### src/logic/asac_pkg.sv
package asac_pkg;
    // memory geometry
    localparam int ADDR_W = 15;
    localparam int DATA_W = 8;
    localparam int MEM_WORDS = 32768;
    // clock period in picoseconds (40 MHz)
    localparam int CLK_PS = 25000;
    // pin timing figures in picoseconds
    localparam int T_PULSE_PS = 20000;     // strobe low time, slowest grade
    localparam int T_FLOAT_PS = 7000;      // strobe_to_float_delay
    localparam int T_SETUP_PS = 12000;     // data_setup_before_write_end
    localparam int T_ACCESS_PS = 35000;    // address or select to data valid
    localparam int T_RECOV_PS = 8000;      // select high to pins floating
    // least times round up to whole cycles, never below one
    localparam int PULSE_CYC = ((T_PULSE_PS + CLK_PS - 1) / CLK_PS) < 1 ? 1 : ((T_PULSE_PS + CLK_PS - 1) / CLK_PS);
    localparam int WRLOW_RAW = (T_FLOAT_PS + T_SETUP_PS + CLK_PS - 1) / CLK_PS;
    localparam int WRLOW_CYC = WRLOW_RAW > PULSE_CYC ? WRLOW_RAW : PULSE_CYC;
    localparam int ACCESS_CYC = ((T_ACCESS_PS + CLK_PS - 1) / CLK_PS) < 1 ? 1 : ((T_ACCESS_PS + CLK_PS - 1) / CLK_PS);
    localparam int RECOV_CYC = ((T_RECOV_PS + CLK_PS - 1) / CLK_PS) < 1 ? 1 : ((T_RECOV_PS + CLK_PS - 1) / CLK_PS);
    localparam int CNT_W = 4;
    localparam logic [CNT_W-1:0] CNT_ZERO = 4'h0;

    // user request
    typedef struct packed {
        logic write;
        logic [ADDR_W-1:0] addr;
        logic [DATA_W-1:0] wdata;
    } asac_req_type;

    // memory pins seen from the controller
    typedef struct packed {
        logic selectN;
        logic strobeN;
        logic gateN;
        logic [ADDR_W-1:0] addressLines;
    } asac_pins_type;

    localparam asac_pins_type PINS_IDLE = '{selectN: 1'b1, strobeN: 1'b1, gateN: 1'b1, addressLines: '0};
endpackage

### src/logic/async_sram_access_control.sv
`timescale 1ns/10ps
// Overview of operation
// - write starts only with both low
// - data stable around ending strobe edge
// - strobe low covers float plus setup
// - never drive data while device drives
// - address valid before select falls
// - strobe held high through every read
// - both low stores byte at address
module async_sram_access_control (
    input wire logic clk_sys,
    input wire logic nrst,
    input wire logic reqValid,
    output logic reqReady,
    input asac_pkg::asac_req_type reqData,
    output logic rspValid,
    output logic [asac_pkg::DATA_W-1:0] rspData,
    output asac_pkg::asac_pins_type memPins,
    input wire logic [asac_pkg::DATA_W-1:0] dataLinesIn,
    output logic [asac_pkg::DATA_W-1:0] dataLinesOut,
    output logic dataLinesOe
);
    // sequencer states, one transfer at a time
    typedef enum logic [2:0]
    {
        ST_IDLE,
        ST_ADDR,
        ST_WLOW,
        ST_WEND,
        ST_RD,
        ST_RECOV
    } asac_state_type;

    asac_state_type state_q, state_d;
    logic [asac_pkg::CNT_W-1:0] cnt_q, cnt_d;
    asac_pkg::asac_pins_type pins_q, pins_d;
    logic [asac_pkg::DATA_W-1:0] dout_q, dout_d;
    logic oe_q, oe_d;
    logic rv_q, rv_d;
    logic [asac_pkg::DATA_W-1:0] rd_q, rd_d;
    asac_pkg::asac_req_type held;
    wire logic accept;
    wire logic cntDone;
    wire logic [asac_pkg::CNT_W-1:0] cntDown;
    wire logic [asac_pkg::CNT_W-1:0] cntWriteLow;
    wire logic [asac_pkg::CNT_W-1:0] cntAccess;
    wire logic [asac_pkg::CNT_W-1:0] cntRecover;

    // cycle count to constant width
    function automatic logic [asac_pkg::CNT_W-1:0] cyc(input int n);
        cyc = asac_pkg::CNT_W'(n - 1);
    endfunction

    // handshake and counter decode
    assign reqReady = (state_q == ST_IDLE);
    assign accept = reqValid && reqReady;
    assign cntDone = (cnt_q == asac_pkg::CNT_ZERO);
    assign cntDown = cntDone ? cnt_q : cnt_q - asac_pkg::CNT_W'(1);

    // counter loads: each phase ends when the count reaches zero
    assign cntWriteLow = cyc(asac_pkg::WRLOW_CYC);
    assign cntAccess = cyc(asac_pkg::ACCESS_CYC);
    assign cntRecover = cyc(asac_pkg::RECOV_CYC);

    asac_req_hold u_hold (
        .clk_sys(clk_sys),
        .nrst(nrst),
        .load(accept),
        .reqIn(reqData),
        .reqOut(held)
    );

    // sequencer
    always_comb
    begin
        state_d = state_q;
        cnt_d = cntDown;
        pins_d = pins_q;
        dout_d = dout_q;
        oe_d = oe_q;
        rv_d = 1'b0;
        rd_d = rd_q;
        unique case (state_q)
            ST_IDLE:
            begin
                // wait for a request
                if (accept)
                begin
                    // address placed while select still high
                    pins_d.addressLines = reqData.addr;
                    pins_d.gateN = 1'b1;
                    pins_d.strobeN = 1'b1;
                    state_d = ST_ADDR;
                end
            end
            ST_ADDR:
            begin
                pins_d.selectN = 1'b0;
                if (held.write)
                begin
                    // both fall together, device samples through overlap
                    pins_d.strobeN = 1'b0;
                    dout_d = held.wdata;
                    oe_d = 1'b1;
                    cnt_d = cntWriteLow;
                    state_d = ST_WLOW;
                end
                else
                begin
                    // read: gate opens together with select
                    pins_d.gateN = 1'b0;
                    cnt_d = cntAccess;
                    state_d = ST_RD;
                end
            end
            ST_WLOW:
            begin
                if (cntDone)
                begin
                    // strobe rises first and ends the write, data held
                    pins_d.strobeN = 1'b1;
                    state_d = ST_WEND;
                end
            end
            ST_WEND:
            begin
                // data released only after the ending edge
                pins_d.selectN = 1'b1;
                oe_d = 1'b0;
                cnt_d = cntRecover;
                state_d = ST_RECOV;
            end
            ST_RD:
            begin
                // sample the byte as the access time runs out
                if (cntDone)
                begin
                    rd_d = dataLinesIn;
                    rv_d = 1'b1;
                    pins_d.selectN = 1'b1;
                    pins_d.gateN = 1'b1;
                    cnt_d = cntRecover;
                    state_d = ST_RECOV;
                end
            end
            ST_RECOV:
            begin
                // wait for device drivers to float before next drive
                if (cntDone)
                    state_d = ST_IDLE;
            end
            default:
                state_d = ST_IDLE;
        endcase
    end

    // sequencer state and phase counter
    always_ff @(posedge clk_sys or negedge nrst)
    begin
        if (!nrst)
        begin
            state_q <= ST_IDLE;
            cnt_q <= asac_pkg::CNT_ZERO;
        end
        else
        begin
            state_q <= state_d;
            cnt_q <= cnt_d;
        end
    end

    // memory control and address pins, idle on reset
    always_ff @(posedge clk_sys or negedge nrst)
    begin
        if (!nrst)
            pins_q <= asac_pkg::PINS_IDLE;
        else
            pins_q <= pins_d;
    end

    // write data and its driver enable
    always_ff @(posedge clk_sys or negedge nrst)
    begin
        if (!nrst)
        begin
            dout_q <= '0;
            oe_q <= 1'b0;
        end
        else
        begin
            dout_q <= dout_d;
            oe_q <= oe_d;
        end
    end

    // read response
    always_ff @(posedge clk_sys or negedge nrst)
    begin
        if (!nrst)
        begin
            rv_q <= 1'b0;
            rd_q <= '0;
        end
        else
        begin
            rv_q <= rv_d;
            rd_q <= rd_d;
        end
    end

    // outputs from flip-flops
    assign memPins = pins_q;
    assign dataLinesOut = dout_q;
    assign dataLinesOe = oe_q;
    assign rspValid = rv_q;
    assign rspData = rd_q;
endmodule

### src/logic/asac_req_hold.sv
`timescale 1ns/10ps
// one-word holding register for the accepted request
module asac_req_hold (
    input wire logic clk_sys,
    input wire logic nrst,
    input wire logic load,
    input asac_pkg::asac_req_type reqIn,
    output asac_pkg::asac_req_type reqOut
);
    asac_pkg::asac_req_type req_q;

    // capture on acceptance only
    always_ff @(posedge clk_sys or negedge nrst)
    begin
        if (!nrst)
            req_q <= '0;
        else if (load)
            req_q <= reqIn;
    end

    assign reqOut = req_q;
endmodule

### config.mk
export PLATFORM = sky130hd
export DESIGN_NAME = async_sram_access_control
export DESIGN_NICKNAME = d
export VERILOG_FILES = /design/src/logic/asac_pkg.sv /design/src/logic/async_sram_access_control.sv /design/src/logic/asac_req_hold.sv
export SDC_FILE = /design/constraint.sdc
export NUM_CORES = 1
export LEC_CHECK = 0
export ABC_CLOCK_PERIOD_IN_PS = 4450
export BUFFER_PORTS_ARGS = -buffer_cell sky130_fd_sc_hd__buf_2
export CORE_ASPECT_RATIO = 1.1
export CORE_MARGIN = 2
export CORE_UTILIZATION = 35
export CTS_CLUSTER_DIAMETER = 80
export CTS_CLUSTER_SIZE = 10
export DETAILED_ROUTE_END_ITERATION = 7
export PLACE_DENSITY_LB_ADDON = 0.12
export SKIP_LAST_GASP = 1
export SLEW_MARGIN = 40
export SYNTH_ARGS = -nofsm -noshare
export SYNTH_HDL_FRONTEND = slang
export SYNTH_SLANG_ARGS = --single-unit
### constraint.sdc
create_clock -name clk_sys -period 4.45 [get_ports clk_sys]
set_input_delay 0.445 -clock clk_sys [delete_from_list [all_inputs] [get_ports clk_sys]]
set_output_delay 0.445 -clock clk_sys [all_outputs]
set_load 0.02 [all_outputs]
# Word level (Yosys, flattened, before mapping)
# Index checks and enable logic that the tools add are counted.
# classes
n_eq_ne	11
add_sub_neg	1
muxes	21
reduce_logical	15
# ops
operator	count
one-hot mux 3 bit (6 select lines)	1
two-way mux 17 bit	1
two-way mux 3 bit	5
one-hot mux 4 bit (3 select lines)	1
AND reduction 4 bit	3
AND reduction 2 bit	5
one-hot mux 1 bit (3 select lines)	3
nonzero test 3 bit	3
two-way mux 4 bit	2
inequality test 2 bit, second input constant	4
two-way mux 1 bit	7
== test 3 x 2 -> 1 bit, second input constant	2
== test 3 bit, second input constant	2
zero test 4 bit	1
inequality test 2 x 1 -> 1 bit, second input constant	2
subtractor 4 x 1 -> 4 bit, second input constant	1
== test 3 x 1 -> 1 bit, second input constant	1
zero test 3 bit	1
one-hot mux 1 bit (2 select lines)	1
nonzero test 2 bit	1
logical AND 1 bit	1
# word_totals
input_bits	35
wordCells	60
reg_bits	52
out_inout_bits	37

# Longest topological paths before layout
# Gate-level depths: netlist of run 1.
# logic_depth
ltp_word	4
ltp_mapped	8
depth_no_buf	8

# By module
# Synthesis of run 1 repeated with hierarchy kept, for this count alone.
# hier_totals
cells_unflattened	179
hier_area_um2	2810.2
# by_module_without_submodules
module	cells_each	area_each_um2	instances	seq_area_each_um2
async_sram_access_control	128	1813.0	1	1079.8
asac_req_hold	51	997.2	1	600.6

# Worst setup path before layout of run 1
# OpenSTA, ideal clock, no wires.
# synth_path
path_type	flip-flop to flip-flop
from	register cnt_q[0] (netlist name)
to	register cnt_q[0] (netlist name)
setup_time_ns	0.139
path_buffers	0
path_stages_with_launch	8
setup_slack_ns	2.685
t_arrival_ns	1.625
required_time_ns	4.311
synth_period_minus_slack_ns	1.765
cell_sequence	dfrtp_1 inv_1 ha_1 nor3b_4 inv_1 ha_1 o311ai_0 o21ai_0
# synth_via
elab_chain_cells	4
elab_cells_between_ends	5
cone_classes	add/sub: 1; mux: 3; reduce/logical: 1
# synth_lines
item	line_no	rtl
start, declared	async_sram_access_control.sv:35	logic [asac_pkg::CNT_W-1:0] cnt_q, cnt_d;
start signal, assigned	async_sram_access_control.sv:163	cnt_q <= asac_pkg::CNT_ZERO;
start signal, assigned	async_sram_access_control.sv:168	cnt_q <= cnt_d;
subtractor 4 x 1 -> 4 bit / zero test 4 bit (equally long branches)	async_sram_access_control.sv:58, async_sram_access_control.sv:57	
two-way mux 4 bit	async_sram_access_control.sv:58	assign cntDown = cntDone ? cnt_q : cnt_q - asac_pkg::CNT_W'(1);
two-way mux 4 bit	async_sram_access_control.sv:136	if (cntDone)
one-hot mux 4 bit (3 select lines) (*)	async_sram_access_control.sv:83	unique case (state_q)
net cnt_d (one bit)	async_sram_access_control.sv:35	
# Mark *: on every way through the listed nets, which the timed path passes. The rest lies on a longest branch.
# A chain may end at the register's enable or synchronous reset.

# Worst setup path after layout of run 1
# Ends and elaborated chain as after synthesis.

==> out/qor.yml, run 1 <==
run_status:
  status: "completed"
route:
  ant_nets: 0
  viasPerCell: 4.64
  drc: 0
  avgRoutedWirePerCell_um: 13.7
  num_vias: 1425
  drt-initial-drc-count: 88
  finalWirelength_um: 4210
  first_pass_iters: 4
timing:
  relSlewSlack: 0.501
  max_slew.worst_pin.slew_ps: 744
  slew_viol_final: 0
  rsz0062_at_grt: "no"
  fin_ws_ps: 2480
  finClkSkew_ps: 3.33
  finalSetupViolations: 0
  fin_crit_sh: 0.443
  setup_tns_ps: 0
  max_freq_ghz: 0.508
  min_period_ps: 1970
  finalHoldViolations: 0
clocking:
  cts.sinks: 52
  cts_max_level: 2
  clock_latency_ps: 290
  clk_pin_slew_ps: 90
  cts_buffer_depth: 2
  cts_inserted_buffers: 5
  cts_setup_buffers: 0
  ctsResizeCount: 0
  cts_tree: "done"
  hold_buffers: 0
  cts_root_buf: "clkbuf_8"
logic_synthesis:
  async_reset_ff_frac: 1.00
  ys_types: 27
  synth_fa_ha_area_frac: 0.0111
  synth_edf_count: 0
  synth_top_family_by_area: "multiplexers"
  ys.flop_type: "dfrtp_1"
  syn_nets: 190
  synth_seq_area_share: 0.581
  synth-xor-area-share: 0.00780
  synth_compound_area_frac: 0.0479
  syn_area_um2: 2240
  synthCells: 153
  ys_seq_elements: 52
  yosysWarnings: 0
  synth_simple_gate_area_frac: 0.0719
  syn_area_per_cell_um2: 14.7
  muxShareOfSynthArea: 0.247
power_and_ir_drop:
  combPwrFrac: 0.467
  powerDensity_nw_per_um2: 800
  p_sw_frac: 0.383
  p_switching_uw: 844
  ir_drop_mv: 0.314
  p_int_mw: 1.36
  p_seq_frac: 0.410
  pwr-share-clk: 0.124
  p_leak_nw: 1.33
  total_power_mw: 2.20
setup_path:
  worst_r2r_path_depth: 7
  critical_path.endpoint_type: "register"
  startpoint_type: "register"
  r2r_slack_ps: 2480
  cp_max_fo: 9
  worstPathArrival_ps: 2130
  rr_startpoint: "cnt_q[0]$_DFF_PN0_"
  critical_path_class: "register to register"
  r2r_end: "cnt_q[0]$_DFF_PN0_"
  cp.required_ps: 4610
final_layout:
  synthToLayoutAreaGrowth_pct: 22.7
  num-nets-final: 263
  antennaDiodeCount: 0
  design_area_um2: 2750
  drive_gt1_frac: 0.564
  fin_util: 0.445
min_path:
  hp-class: "input pin to asynchronous set/reset pin"
global_routing:
  grt_use_met3: 0.0557
  grt_busiest_layer: "met2"
  grt_max_degree: 53
  antenna_found_initial: 0
  use_met1: 0.165
  grt_pass1_vias: 1454
  overflow: 0
  globalRouteTotalUtil: 0.127
  grt_first_pass_wirelength_um: 6840
  grtUsageMet2: 0.190
placement:
  pre_cts_slack_ps: 2480
  gp_congestion: 0.703
  hpwl_um: 2930
  portBuffers: 71
  dpl_cell_area_um2: 2660
die:
  start_util: 0.362
  die_area_um2: 7070
  io_pins: 72
  dieWidth_um: 80.4
  coreArea_um2: 6190
  die_y_um: 88.0
  fp-row-count: 30
flow_run:
  drv_cap: 0
-- Yosys cell counts (2+ instances only) --
cell type	n	share of area
mux2_2	23	0.12
nand2_1	4	0.0067
dfstp_2	3	0.035
buf_6	3	0.015
inv_1	6	0.010
clkbuf_1	2	0.0033
xnor2_1	2	0.0078
nand2b_1	2	0.0056
ha_1	2	0.011
mux2_4	19	0.13
a21o_1	3	0.010
o21ai_0	5	0.011
buf_2	2	0.0045
nor3_1	4	0.0089
dfrtp_1	49	0.55
a21oi_1	7	0.016
nor2_1	5	0.0084
nor2b_1	3	0.0084
-- per-stage QoR --
step	hold slack, ps	cells
CTS	279	307
detailed placement	488	299
global placement	487	299
finish	254	307
floorplan	149	153
global route	320	307
-- worst max-delay path: stages, from the launching register on --
cell and delay [ps]:
dfrtp_1 390, inv_1 80, ha_1 180, nor3b_4 430, inv_1 120, ha_1 200
o311ai_0 310, o21ai_0 130
-- sequential cells by signal, summed over array words and instances, names as in the netlist --
signal and count:
memPins 18, u_hold.reqOut 9, dataLinesOut 8, rspData 8
cnt_q 4, state_q 3, dataLinesOe 1, rspValid 1
-- routing by layer --
layer | wire length (µm) | up-vias
met3 | 325 | 7
met5 | 0 | -
li1 | - | 676
met4 | 61 | 0
met1 | 1930 | 700
met2 | 1890 | 42
-- power groups by stage --
stage          registers, mW  clock network (mW)  logic, mW
2_1_floorplan           1.06                   0      0.622
6_report               0.902               0.272       1.03
3_3_place_gp           0.917                   0       1.04
5_1_grt                0.940               0.303       1.13
3_5_place_dp           0.911                   0       1.05
4_1_cts                0.907               0.287       1.05
-- cells in the final DEF (no fill, tap or decap), types with 4 or more instances in the layout --
cell type	netlist	layout
a21oi_1	7	7
buf_2	2	71
clkbuf_8	0	6
dfrtp_1	49	49
inv_1	6	6
mux2_2	23	23
mux2_4	19	19
nand2_1	4	4
nor2_1	5	5
nor3_1	4	4
o21ai_0	5	5
-- cell type report --
class / instances / area [µm²]
Sequential cell: 52 / 1310
Multi-Input combinational cell: 88 / 866
Fill cell: 585 / 3440
Inverter: 6 / 22.5
Tap cell: 80 / 100
Clock buffer: 8 / 90.1
Timing Repair Buffer: 73 / 370
-- worst max path at each step --
| stage | startpoint | end | slack (ps) | depth (start not counted) |
|---|---|---|---|---|
| final | cnt_q[0]$_DFF_PN0_ | cnt_q[0]$_DFF_PN0_ | 2480 | 7 |
| after global routing | cnt_q[0]$_DFF_PN0_ | cnt_q[0]$_DFF_PN0_ | 2260 | 7 |
| after CTS | cnt_q[0]$_DFF_PN0_ | cnt_q[0]$_DFF_PN0_ | 2470 | 7 |
| after detailed placement | cnt_q[0]$_DFF_PN0_ | cnt_q[0]$_DFF_PN0_ | 2480 | 7 |
| after global placement | cnt_q[0]$_DFF_PN0_ | cnt_q[0]$_DFF_PN0_ | 2520 | 7 |
| after floorplan | cnt_q[0]$_DFF_PN0_ | cnt_q[0]$_DFF_PN0_ | 2690 | 7 |
-- kinds of logic (layout without fill, tap and decap cells) --
logic type,Yosys count,count (layout)
XOR/XNOR,2,2
flip-flops,52,52
multiplexers,43,43
adder cells (fa/ha/maj),2,2
buffers and inverters,13,87
AO/OA/AOI/OAI,18,18
AND/OR/NAND/NOR,23,23
Power figures use the tool's default switching activity.
==> inputs of run 2 (changes only) <==
--- a/config.mk
+++ b/config.mk
@@ -5,7 +5,7 @@
 export SDC_FILE = /design/constraint.sdc
 export NUM_CORES = 1
 export LEC_CHECK = 0
-export ABC_CLOCK_PERIOD_IN_PS = 4450
+export ABC_CLOCK_PERIOD_IN_PS = 2000
 export BUFFER_PORTS_ARGS = -buffer_cell sky130_fd_sc_hd__buf_2
 export CORE_ASPECT_RATIO = 1.1
 export CORE_MARGIN = 2
==> constraint.sdc (replaced) <==
create_clock -name clk_sys -period 2 [get_ports clk_sys]
set_input_delay 0.2 -clock clk_sys [delete_from_list [all_inputs] [get_ports clk_sys]]
set_output_delay 0.2 -clock clk_sys [all_outputs]
set_load 0.02 [all_outputs]
==> out/qor.yml, run 2 (synthesis gave the netlist of run 1 again) <==
run_status:
  status: "completed"
final_layout:
  drive_gt1_frac: 0.578
  fill_cells: 599
  fin_util: 0.457
  largest_reg_flops: 18
  num-nets-final: 273
  layout_commonest_cell: "buf_2"
  synthToLayoutAreaGrowth_pct: 26.1
  antennaDiodeCount: 0
  layout_common_cells: "buf_2 (71), dfrtp_1 (49), mux2_2 (23)"
min_path:
  hp-class: "input pin to register"
  min_path_cells: 2
  worstHoldStart: "reqData[13]"
  min_to: "memPins[5]$_DFFE_PN0P_"
power_and_ir_drop:
  p_switching_mw: 1.94
  powerDensity_nw_per_um2: 1780
  p_sw_frac: 0.384
  total_power_mw: 5.05
  pwr-share-clk: 0.121
  combPwrFrac: 0.492
  p_leak_nw: 1.38
  p_int_mw: 3.11
  ir_drop_mv: 0.728
  p_seq_frac: 0.387
timing:
  setup_tns_ps: 0
  slew_viol_final: 0
  rsz0062_at_grt: "no"
  timing.hold.ws_ps: 126
  fin_crit_sh: 0.847
  finClkSkew_ps: 5.68
  finalSetupViolations: 0
  relSlewSlack: 0.717
  fin_ws_ps: 305
  finalHoldViolations: 0
  min_period_ps: 1690
  max_freq_ghz: 0.590
  max_slew.worst_pin.slew_ps: 424
route:
  viasPerCell: 4.63
  finalWirelength_um: 4530
  first_pass_iters: 4
  drc: 0
  num_vias: 1468
  ant_nets: 0
  drt-initial-drc-count: 88
  avgRoutedWirePerCell_um: 14.3
setup_path:
  worstPathArrival_ps: 1860
  cpPeakStageDelay_ps: 390
  cp.required_ps: 2160
  worst_r2r_path_depth: 7
  critical_path.endpoint_type: "register"
  crit_chain: "inv_1 -> ha_1 -> nor3b_4 -> inv_1 -> ha_1 -> o311ai_0 -> o21ai_0"
  rr_startpoint: "cnt_q[1]$_DFF_PN0_"
  cp_max_fo: 3
  startpoint_type: "register"
  r2r_slack_ps: 310
  critical_path_class: "register to register"
  slowest_stage: "dfrtp_1"
  r2r_end: "cnt_q[0]$_DFF_PN0_"
global_routing:
  globalRouteTotalUtil: 0.133
  antenna_found_initial: 0
  grt_pass1_vias: 1455
  grt_max_degree: 28
  overflow: 0
  grt_first_pass_wirelength_um: 7210
die:
  die_y_um: 88.0
  start_util: 0.362
  coreArea_um2: 6190
  die_area_um2: 7070
  dieWidth_um: 80.4
  fp-row-count: 30
  io_pins: 72
clocking:
  cts_buffer_depth: 2
  clock_latency_ps: 290
  ctsResizeCount: 0
  cts.sinks: 52
  clk_pin_slew_ps: 90
  cts_inserted_buffers: 5
  cts_root_buf: "clkbuf_8"
  cts_tree: "done"
  cts_max_level: 2
placement:
  hpwl_um: 3270
  portBuffers: 71
  pre_cts_slack_ps: 345
  gp_congestion: 0.760
flow_run:
  drv_cap: 0
-- run 2: how the worst max path moves through the flow --
stage,start,endpoint,slack (ps),cells past startpoint
floorplan,cnt_q[0]$_DFF_PN0_,cnt_q[0]$_DFF_PN0_,240,7
global placement,cnt_q[1]$_DFF_PN0_,cnt_q[0]$_DFF_PN0_,330,7
detailed placement,cnt_q[0]$_DFF_PN0_,cnt_q[0]$_DFF_PN0_,340,7
CTS,cnt_q[1]$_DFF_PN0_,cnt_q[0]$_DFF_PN0_,310,7
global route,cnt_q[1]$_DFF_PN0_,cnt_q[0]$_DFF_PN0_,80,7
finish,cnt_q[1]$_DFF_PN0_,cnt_q[0]$_DFF_PN0_,310,7
-- run 2: timing repair --
item,CTS,global route
hold endpoints to repair,49,0
setup buffers,0,0
hold buffers,1,0
-- run 2: metal layers --
layer  track usage  up-vias  routed length [µm]
met1         0.196      728                2130
met2         0.189       42                2060
met4        0.0370        0                  56
met5             0        -                   0
li1              -      692                   -
met3        0.0412        6                 286
-- run 2: layout make-up --
cell class | count | area [µm²] | area share
clock buffers | 8 | 90.1 | 0.0318
inverters | 6 | 22.5 | 0.00795
multi-input cells | 88 | 866 | 0.306
flip-flops and latches | 52 | 1310 | 0.461
well taps | 80 | 100 | 0.0354
repair buffers | 83 | 448 | 0.158
-- run 2: stage by stage --
| stage | cells | instance area (µm²) |
|---|---|---|
| detailed placement | 308 | 2730 |
| floorplan | 153 | 2240 |
| global placement | 308 | 2730 |
| finish | 317 | 2830 |
| CTS | 317 | 2830 |
| global route | 317 | 2830 |
-- run 2: critical path: cells and delay by family, from the launching register on --
kind                       cells  cell delay [ps]
buffers and inverters          2              170
and+or+nand+nor                1              200
AOI/OAI and AO/OA              2              450
adders and majority gates      2              360
DFF                            1              390
-- run 2: power groups by stage --
stage	Combinational, mW	Sequential, mW	Clock, mW
floorplan	1.38	2.35	0
finish	2.49	1.96	0.609
CTS	2.52	1.96	0.639
global placement	2.51	1.97	0
detailed placement	2.52	1.97	0
global route	2.70	2.04	0.689
